--- src/adcc_pkg.sv ---
package adcc_pkg;

  // Control word and coefficient widths
  localparam int CTRL_BITS   = 24;
  localparam int COEF_BITS   = 24;
  localparam int FILTER_BITS = 12;

  // Serial transfer lengths in bits
  localparam logic [4:0] XFER_FULL_LEN  = 5'h18;
  localparam logic [4:0] XFER_SHORT_LEN = 5'h10;

  // Background calibration: one result per six modulator words
  localparam logic [2:0] BG_RATIO_LAST = 3'h5;
  localparam logic [2:0] BG_SLOT_DATA  = 3'h0;
  localparam logic [2:0] BG_SLOT_ZERO  = 3'h2;
  localparam logic [2:0] BG_SLOT_FULL  = 3'h4;

  // Reset values
  localparam logic [23:0] CTRL_RESET_VAL   = 24'h000000;
  localparam logic [23:0] COEF_RESET_VAL   = 24'h000000;
  localparam logic [23:0] RESULT_RESET_VAL = 24'h000000;
  localparam logic [7:0]  GAIN_RESET_VAL   = 8'h01;

  // Positions of the pins inside the synchronised pin group
  localparam int PIN_SCLK   = 4;
  localparam int PIN_TXF    = 3;
  localparam int PIN_RXF    = 2;
  localparam int PIN_SEL    = 1;
  localparam int PIN_SDI    = 0;
  localparam logic [4:0] PIN_IDLE = 5'h0e;

  typedef enum logic [2:0] {
    MODE_NORMAL,
    MODE_SELF_CAL,
    MODE_SYS_ZERO,
    MODE_SYS_FULL,
    MODE_SYS_OFFSET,
    MODE_BACKGROUND,
    MODE_ZS_ACCESS,
    MODE_FS_ACCESS
  } adcc_mode_t;

  typedef enum logic [2:0] {
    CAL_IDLE,
    CAL_ZERO_SHORTED,
    CAL_ZERO_INPUT,
    CAL_FULL_REF,
    CAL_FULL_INPUT
  } adcc_cal_t;

  // Control word, most significant field first
  typedef struct packed {
    adcc_mode_t        operating_mode_field;
    logic [2:0]        gain_select_field;
    logic              input_channel_select;
    logic              power_down_bit;
    logic              output_word_length_bit;
    logic              dont_care_bit;
    logic              burnout_current_bit;
    logic              unipolar_bit;
    logic [11:0]       filter_notch_code;
  } adcc_ctrl_t;

  typedef struct packed {
    adcc_ctrl_t        ctrl;
    logic [1:0][23:0]  zero_coef;
    logic [1:0][23:0]  full_coef;
    logic [23:0]       result;
    logic              sclk_prev;
    logic              txf_prev;
    logic              rxf_prev;
    logic [4:0]        wr_cnt;
    logic [23:0]       wr_sh;
    logic              wr_sel;
    logic              rd_on;
    logic              rd_data;
    logic [4:0]        rd_cnt;
    logic [4:0]        rd_len;
    logic [23:0]       rd_sh;
    logic              sdo;
    logic              sdo_oe;
    logic              ready_n;
    adcc_cal_t         cal;
    logic [2:0]        bg_slot;
    logic [7:0]        gain_factor;
  } adcc_state_t;

endpackage

--- src/adcc_control.sv ---
// Functional notes
// - 24-bit word: mode, gain, flags, filter code
// - Mode zero is normal conversion, reset default
// - Self calibration: shorted zero, reference full
// - System zero-scale step, then normal mode
// - System full-scale step, then normal mode
// - Offset calibration: input zero, reference full
// - Background calibration, word rate divided by six
// - Mode six accesses zero coefficients, select high
// - Mode seven accesses full coefficients, select high
// - Coefficient writes need at least 24 bits; the first 24 are kept
// - Gain equals two to the code power
// - Channel bit picks low or high input
// - Control loads only on 24 or more bits
// - Ready falls on new word, rises after read
// - Power-down bit stops conversion updates
// - Word length bit picks 16 or 24
module adcc_control
  import adcc_pkg::*;
(
  input  wire logic          clock,
  input  wire logic          rst_b,
  input  wire logic          serial_clock,
  input  wire logic          transmit_frame_n,
  input  wire logic          receive_frame_n,
  input  wire logic          register_select,
  input  wire logic          serial_data_in,
  output logic               serial_data_out,
  output logic               serial_data_oe,
  input  wire logic          conv_valid,
  input  wire logic [23:0]   conv_word,
  output logic               result_ready_n,
  output adcc_ctrl_t         ctrl_word,
  output adcc_cal_t          cal_phase,
  output logic [7:0]         gain_factor
);

  logic [1:0]   rst_sync_r;
  logic         rst_q;
  logic [4:0]   pins;
  adcc_state_t  st_r;
  adcc_state_t  st_nxt;
  logic         sclk_rise;
  logic         sclk_fall;
  logic         wr_end;
  logic         wr_full;
  logic         rd_start;
  logic         conv_take;
  logic         ctrl_load;
  logic [4:0]   rd_cnt_inc;

  // Reset release through two flops; assertion is asynchronous
  always_ff @(posedge clock or negedge rst_b) begin
    if (!rst_b) begin
      rst_sync_r <= 2'h0;
    end else begin
      rst_sync_r <= {rst_sync_r[0], 1'b1};
    end
  end
  assign rst_q = rst_sync_r[1];

  // All five serial input pins come from the microcontroller's domain
  adcc_pin_sync #(
    .W    (5),
    .IDLE (PIN_IDLE)
  ) u_pin_sync (
    .clock   (clock),
    .rst_b   (rst_q),
    .pin_in  ({serial_clock, transmit_frame_n, receive_frame_n, register_select, serial_data_in}),
    .pin_out (pins)
  );

  // Edge and frame events seen on the synchronised pins
  assign sclk_rise  = pins[PIN_SCLK] & ~st_r.sclk_prev;
  assign sclk_fall  = ~pins[PIN_SCLK] & st_r.sclk_prev;
  assign wr_end     = pins[PIN_TXF] & ~st_r.txf_prev;
  assign wr_full    = (st_r.wr_cnt == XFER_FULL_LEN);
  assign rd_start   = ~pins[PIN_RXF] & st_r.rxf_prev;
  assign ctrl_load  = wr_end & wr_full & ~st_r.wr_sel; // A control write restarts the sequence
  assign conv_take  = conv_valid & ~st_r.ctrl.power_down_bit & ~ctrl_load;
  assign rd_cnt_inc = st_r.rd_cnt + 5'h01;

  always_comb begin
    st_nxt           = st_r;
    st_nxt.sclk_prev = pins[PIN_SCLK];
    st_nxt.txf_prev  = pins[PIN_TXF];
    st_nxt.rxf_prev  = pins[PIN_RXF];
    // Gain as a plain factor for the front end
    st_nxt.gain_factor = GAIN_RESET_VAL << st_r.ctrl.gain_select_field;

    // Write frame: shift in on rising edges, stop counting at 24
    if (!pins[PIN_TXF]) begin
      if (st_r.txf_prev) begin
        st_nxt.wr_cnt = 5'h00;
        st_nxt.wr_sel = pins[PIN_SEL];
      end else if (sclk_rise && !wr_full) begin
        st_nxt.wr_sh  = {st_r.wr_sh[22:0], pins[PIN_SDI]};
        st_nxt.wr_cnt = st_r.wr_cnt + 5'h01;
      end
    end

    // Frame end commits only a complete 24-bit word
    if (wr_end && wr_full) begin
      if (!st_r.wr_sel) begin
        st_nxt.ctrl = adcc_ctrl_t'(st_r.wr_sh);
        // The don't-care bit is stored and is read back only by a control register read
        unique case (adcc_mode_t'(st_r.wr_sh[23:21]))
          MODE_SELF_CAL: begin
            st_nxt.cal = CAL_ZERO_SHORTED;
          end
          MODE_SYS_ZERO: begin
            st_nxt.cal = CAL_ZERO_INPUT;
          end
          MODE_SYS_FULL: begin
            st_nxt.cal = CAL_FULL_INPUT;
          end
          MODE_SYS_OFFSET: begin
            st_nxt.cal = CAL_ZERO_INPUT;
          end
          MODE_NORMAL, MODE_BACKGROUND, MODE_ZS_ACCESS, MODE_FS_ACCESS: begin
            st_nxt.cal = CAL_IDLE;
          end
        endcase
        st_nxt.bg_slot = BG_SLOT_DATA;
      end else if (st_r.ctrl.operating_mode_field == MODE_ZS_ACCESS) begin
        st_nxt.zero_coef[st_r.ctrl.input_channel_select] = st_r.wr_sh;
      end else if (st_r.ctrl.operating_mode_field == MODE_FS_ACCESS) begin
        st_nxt.full_coef[st_r.ctrl.input_channel_select] = st_r.wr_sh;
      end
    end

    // Read frame start picks the source and its length
    if (rd_start) begin
      st_nxt.rd_data = 1'b0;
      st_nxt.rd_len  = XFER_FULL_LEN;
      st_nxt.rd_on   = 1'b1;
      if (!pins[PIN_SEL]) begin
        st_nxt.rd_sh = st_r.ctrl;
      end else if (st_r.ctrl.operating_mode_field == MODE_ZS_ACCESS) begin
        st_nxt.rd_sh = st_r.zero_coef[st_r.ctrl.input_channel_select];
      end else if (st_r.ctrl.operating_mode_field == MODE_FS_ACCESS) begin
        st_nxt.rd_sh = st_r.full_coef[st_r.ctrl.input_channel_select];
      end else if (!st_r.ready_n) begin
        // Data register; short words carry the upper 16 bits
        st_nxt.rd_data = 1'b1;
        if (st_r.ctrl.output_word_length_bit) begin
          st_nxt.rd_sh = st_r.result;
        end else begin
          st_nxt.rd_len = XFER_SHORT_LEN;
          st_nxt.rd_sh  = {st_r.result[23:8], 8'h00};
        end
      end else begin
        // No fresh word: the pin stays released
        st_nxt.rd_on = 1'b0;
      end
      st_nxt.rd_cnt = 5'h00;
      st_nxt.sdo    = st_nxt.rd_sh[23];
      st_nxt.sdo_oe = ~st_nxt.rd_on;
    end else if (st_r.rd_on && pins[PIN_RXF]) begin
      // Frame abandoned early; ready stays as it was
      st_nxt.rd_on  = 1'b0;
      st_nxt.sdo_oe = 1'b1;
    end else if (st_r.rd_on && sclk_fall) begin
      st_nxt.rd_sh  = {st_r.rd_sh[22:0], 1'b0};
      st_nxt.sdo    = st_r.rd_sh[22];
      st_nxt.rd_cnt = rd_cnt_inc;
      if (rd_cnt_inc == st_r.rd_len) begin
        st_nxt.rd_on  = 1'b0;
        st_nxt.sdo_oe = 1'b1;
        if (st_r.rd_data) begin
          st_nxt.ready_n = 1'b1;
        end
      end
    end

    // Modulator words: calibration first, then background, then results
    if (conv_take) begin
      if (st_r.cal != CAL_IDLE) begin
        unique case (st_r.cal)
          CAL_ZERO_SHORTED: begin
            st_nxt.zero_coef[st_r.ctrl.input_channel_select] = conv_word;
            st_nxt.cal = CAL_FULL_REF;
          end
          CAL_ZERO_INPUT: begin
            st_nxt.zero_coef[st_r.ctrl.input_channel_select] = conv_word;
            if (st_r.ctrl.operating_mode_field == MODE_SYS_OFFSET) begin
              st_nxt.cal = CAL_FULL_REF;
            end else begin
              st_nxt.cal = CAL_IDLE;
            end
          end
          CAL_FULL_REF, CAL_FULL_INPUT: begin
            st_nxt.full_coef[st_r.ctrl.input_channel_select] = conv_word;
            st_nxt.cal = CAL_IDLE;
          end
          default: begin
            st_nxt.cal = CAL_IDLE;
          end
        endcase
        if (st_nxt.cal == CAL_IDLE) begin
          // Completion: back to normal, ready marks the end
          st_nxt.ctrl.operating_mode_field = MODE_NORMAL;
          st_nxt.ready_n = 1'b0;
        end
      end else if (st_r.ctrl.operating_mode_field == MODE_BACKGROUND) begin
        // Only one slot in six yields a result; two refresh coefficients
        st_nxt.bg_slot = (st_r.bg_slot == BG_RATIO_LAST) ? BG_SLOT_DATA : st_r.bg_slot + 3'h1;
        if (st_r.bg_slot == BG_SLOT_DATA) begin
          st_nxt.result  = conv_word;
          st_nxt.ready_n = 1'b0;
        end else if (st_r.bg_slot == BG_SLOT_ZERO) begin
          st_nxt.zero_coef[st_r.ctrl.input_channel_select] = conv_word;
        end else if (st_r.bg_slot == BG_SLOT_FULL) begin
          st_nxt.full_coef[st_r.ctrl.input_channel_select] = conv_word;
        end
      end else begin
        // New word wins over a read ending in the same cycle
        st_nxt.result  = conv_word;
        st_nxt.ready_n = 1'b0;
      end
    end

    // No result may be announced while a calibration runs
    if (st_nxt.cal != CAL_IDLE) begin
      st_nxt.ready_n = 1'b1;
    end
  end

  always_ff @(posedge clock or negedge rst_q) begin
    if (!rst_q) begin
      st_r             <= '0;
      st_r.ctrl        <= adcc_ctrl_t'(CTRL_RESET_VAL);
      st_r.zero_coef   <= {COEF_RESET_VAL, COEF_RESET_VAL};
      st_r.full_coef   <= {COEF_RESET_VAL, COEF_RESET_VAL};
      st_r.result      <= RESULT_RESET_VAL;
      st_r.sclk_prev   <= PIN_IDLE[PIN_SCLK];
      st_r.txf_prev    <= 1'b1;
      st_r.rxf_prev    <= 1'b1;
      st_r.sdo_oe      <= 1'b1;
      st_r.ready_n     <= 1'b1;
      st_r.cal         <= CAL_IDLE;
      st_r.gain_factor <= GAIN_RESET_VAL;
    end else begin
      st_r <= st_nxt;
    end
  end

  // Outputs straight from the state flops
  assign serial_data_out = st_r.sdo;
  assign serial_data_oe  = st_r.sdo_oe;
  assign result_ready_n  = st_r.ready_n;
  assign ctrl_word       = st_r.ctrl;
  assign cal_phase       = st_r.cal;
  assign gain_factor     = st_r.gain_factor;
endmodule

--- src/adcc_pin_sync.sv ---
module adcc_pin_sync
  import adcc_pkg::*;
#(
  parameter int              W    = 5,
  parameter logic [W-1:0]    IDLE = '0
) (
  input  wire logic          clock,
  input  wire logic          rst_b,
  input  wire logic [W-1:0]  pin_in,
  output logic [W-1:0]       pin_out
);

  typedef struct packed {
    logic [W-1:0] s1;
    logic [W-1:0] s2;
  } adcc_sync_t;

  adcc_sync_t st_r;
  adcc_sync_t st_nxt;

  // First stage feeds only the second stage
  always_comb begin
    st_nxt    = st_r;
    st_nxt.s1 = pin_in;
    st_nxt.s2 = st_r.s1;
  end

  // Reset to the idle pin levels so no false frame edge appears
  always_ff @(posedge clock or negedge rst_b) begin
    if (!rst_b) begin
      st_r <= {IDLE, IDLE};
    end else begin
      st_r <= st_nxt;
    end
  end

  assign pin_out = st_r.s2;

endmodule

--- config.mk ---
export PLATFORM = sky130hd
export DESIGN_NAME = adcc_control
export DESIGN_NICKNAME = d
export VERILOG_FILES = /design/src/adcc_pkg.sv /design/src/adcc_control.sv /design/src/adcc_pin_sync.sv
export SDC_FILE = /design/constraint.sdc
export NUM_CORES = 1
export LEC_CHECK = 0
export ABC_AREA = 0
export BUFFER_PORTS_ARGS = -buffer_cell sky130_fd_sc_hd__buf_4
export CAP_MARGIN = 15
export CORE_MARGIN = 4
export CORE_UTILIZATION = 30
export CTS_CLUSTER_SIZE = 25
export DETAILED_ROUTE_END_ITERATION = 12
export GPL_ROUTABILITY_DRIVEN = 0
export HOLD_SLACK_MARGIN = 0.12
export PLACE_DENSITY = 0.46
export SYNTH_ARGS = -nofsm -noshare
export SYNTH_HDL_FRONTEND = slang
export SYNTH_SLANG_ARGS = --single-unit
--- constraint.sdc ---
create_clock -name clock -period 10.5 [get_ports clock]
set_input_delay 0 -clock clock [delete_from_list [all_inputs] [get_ports clock]]
set_output_delay 0 -clock clock [all_outputs]
set_load 0.02 [all_outputs]
==> results.md <==
- Fmax: 325 MHz
- Prevailing post-synth register cell: dfrtp_1
- Startpoint Class: flip-flop
- Post-CTS Resized: 0
- Die X-Extent: 206 um
- Global-route wire length before repair: 54,300 um
- Port bufs: 69
- Min Clock Period, post-route: 3.07 ns
- Most frequent cells in the layout: 225 x dfrtp_1, 166 x nand2_1, 116 x mux2i_1
- Pin count of the biggest net entering global routing: 66
- IO Count: 70
- Post-route insts no fill: 1,715
- CTS Buf Count: 29
- Max_cap viols: 0
- Most common cell after layout, fill and taps aside: dfrtp_1
- Critical path peak fanout: 24
- Worst-path clk slew: 0.07 ns
- Status: complete, no violations
- Hold slack: 0.252 ns
- PD cells: 193 nW/um^2
- Final slew viol count: 0
- Mean Syn Cell Area: 10.4 um^2
- CP Capture Type: flip-flop
- Unrepaired setup endpoints after global routing: false
- Clk_lat worst skew: 0.55 ns
- Post-synth EDFFs: 0
- DP HPWL: 22,000 um
- DIE HEIGHT: 206 um
- Post-synthesis sequential area ratio: 0.507
- Via count: 8,565
- Share of the synthesized area in the top cell type: 0.483
- Final wirelength: 35,200 um
- Hold Fails Final Rpt: 0
- DRC viols: 0
- Clock skew: 0.0275 ns
- Max VDD drop: 0.0000943 V
- Reg2Reg Setup Slack: 7.43 ns
- CTS tree: done
- Worst Path Required: 10.89 ns
- H-tree depth: 1
- Number of antenna diodes: 0
- Worst hold path class: in2reg
- Share of cells above drive strength 1: 0.174
- Vias in the first global route: 8,518
- Post-synthesis cell area: 11,800 um^2
- Tot GR Track Use: 0.165
- Final setup fails: 0
- Initial Util: 0.304
- Grt total ovfl: 0
- TNS Setup: 0 ns
- Number of vias per cell: 4.99
- Leakage: 5.67 nW
- Std cell rows: 72
- Worst-case clock buffer depth: 3
- Synth Instances: 1,129
- Die ar.: 42,400 um^2
- WS Path Type: reg2reg
- Cell variety after synth: 72
- Final Net Count: 1,211
- Initial antenna violation count: 1
- DR WL/cell: 20.5 um
- Area grow syn2layout: 16.6%
- Drt first pass iters: 5
- Synth top area cells: dfrtp_1 48%, mux2i_1 9.9%, nand2_1 5.3%
- Yosys top cell by area: dfrtp_1
- Fin crit share: 0.293
- Critical Path AT: 3.46 ns
- Worst-margin pin slew: 1.15 ns
- Syn Nets: 1,165
- Worst slew margin: 0.232
- DP Cell Count: 1,625
- Clock sinks: 238
- FF+latch count, synth: 238
- CTS root buffer: clkbuf_16
- 1st-iter DRT viols: 542
- Synthesis Warnings: 0
- Post-DRT Antenna Nets: 0
- Post-CTS Setup Inserts: 0
- Synth async-reset ratio: 1.00
- Core ar.: 38,700 um^2
cell type report:
class	instances	area, um^2
fillers	3975	25000
well taps	518	648
clock inverters	3	40.0
inverters	26	97.6
repair buffers	129	1060
multi-input cells	751	5010
flip-flops and latches	238	5970
clock buffers	50	885
layer usage:
| metal | share of wire | vias up | GRT usage |
|---|---|---|---|
| li1 | - | 4078 | - |
| met4 | 0.015 | 2 | 0.0314 |
| met3 | 0.036 | 41 | 0.0193 |
| met5 | 0.00037 | - | 0 |
| met1 | 0.48 | 4297 | 0.239 |
| met2 | 0.46 | 147 | 0.269 |
per-stage QoR:
stage	area [um^2]	worst slack [ns]	power, mW	utilization
final	13700	7.43	2.65	0.354
after global placement	12400	7.51	1.68	0.321
after CTS	13700	7.39	2.69	0.354
after detailed placement	12400	7.43	1.69	0.321
after floorplan	11800	3.40	1.54	-
after global routing	13700	7.27	2.80	0.354
Yosys cell counts, types with 9 or more instances:
cell type and instances:
nor2_1 61, a21oi_1 87, o32ai_1 17, a221oi_1 28, o21ai_0 60, a21o_1 18
dfstp_2 11, clkbuf_1 32, inv_1 26, buf_2 26, mux2_2 46, nand2_1 166
dfrtp_1 227, a211oi_1 11, mux2i_1 116, o21ai_1 14, nor2b_1 9, buf_4 45
final timing paths:
kind                                 end  cells past startpoint     startpoint
setup / recovery               st_r[194]                      5  ctrl_word[17]
max in group asynchronous  ctrl_word[17]                      2  rst_sync_r[1]
hold reg to reg            rst_sync_r[1]                      0  rst_sync_r[0]
hold / removal                 st_r[112]                      4   conv_word[2]
setup reg to reg               st_r[194]                      5  ctrl_word[17]
min in group asynchronous  rst_sync_r[1]                      3          rst_b
worst max-delay path, cell delays in order, from the launching register on:
cell     delay (ns)
dfrtp_2        0.84
inv_1          0.35
nor3b_4        0.94
buf_4          0.42
mux2i_1        0.25
a21oi_1        0.09
kinds of logic (layout without fill, tap and decap cells):
family,Yosys count,in the layout,share of synthesized area
buf+inv,140,208,0.0689
compound gates,270,270,0.145
fa+ha+maj,4,4,0.00425
simple gates,303,303,0.120
mux,166,166,0.149
other cells,1,1,0.000319
xor+xnor,7,7,0.00521
flops,238,238,0.507
timing repair:
item                                    4_1_cts  5_1_grt
endpoints found under the hold margin       137        0
hold buffers                                 37        0
endpoints found under the setup margin        0        0
report_power, final:
group          total [mW]  internal [mW]  switching (mW)
Clock               0.969          0.589           0.380
Sequential           1.21           1.09           0.119
Combinational       0.473          0.214           0.259
registers in the layout, indices dropped and copies added (netlist names):
name and count:
rst_sync_r 2, ctrl_word 24, gain_factor 8, st_r 189, serial_data_oe 1, u_pin_sync.st_nxt 5
cal_phase 3, u_pin_sync.pin_out 5, result_ready_n 1
Power figures use the tool's default switching activity.
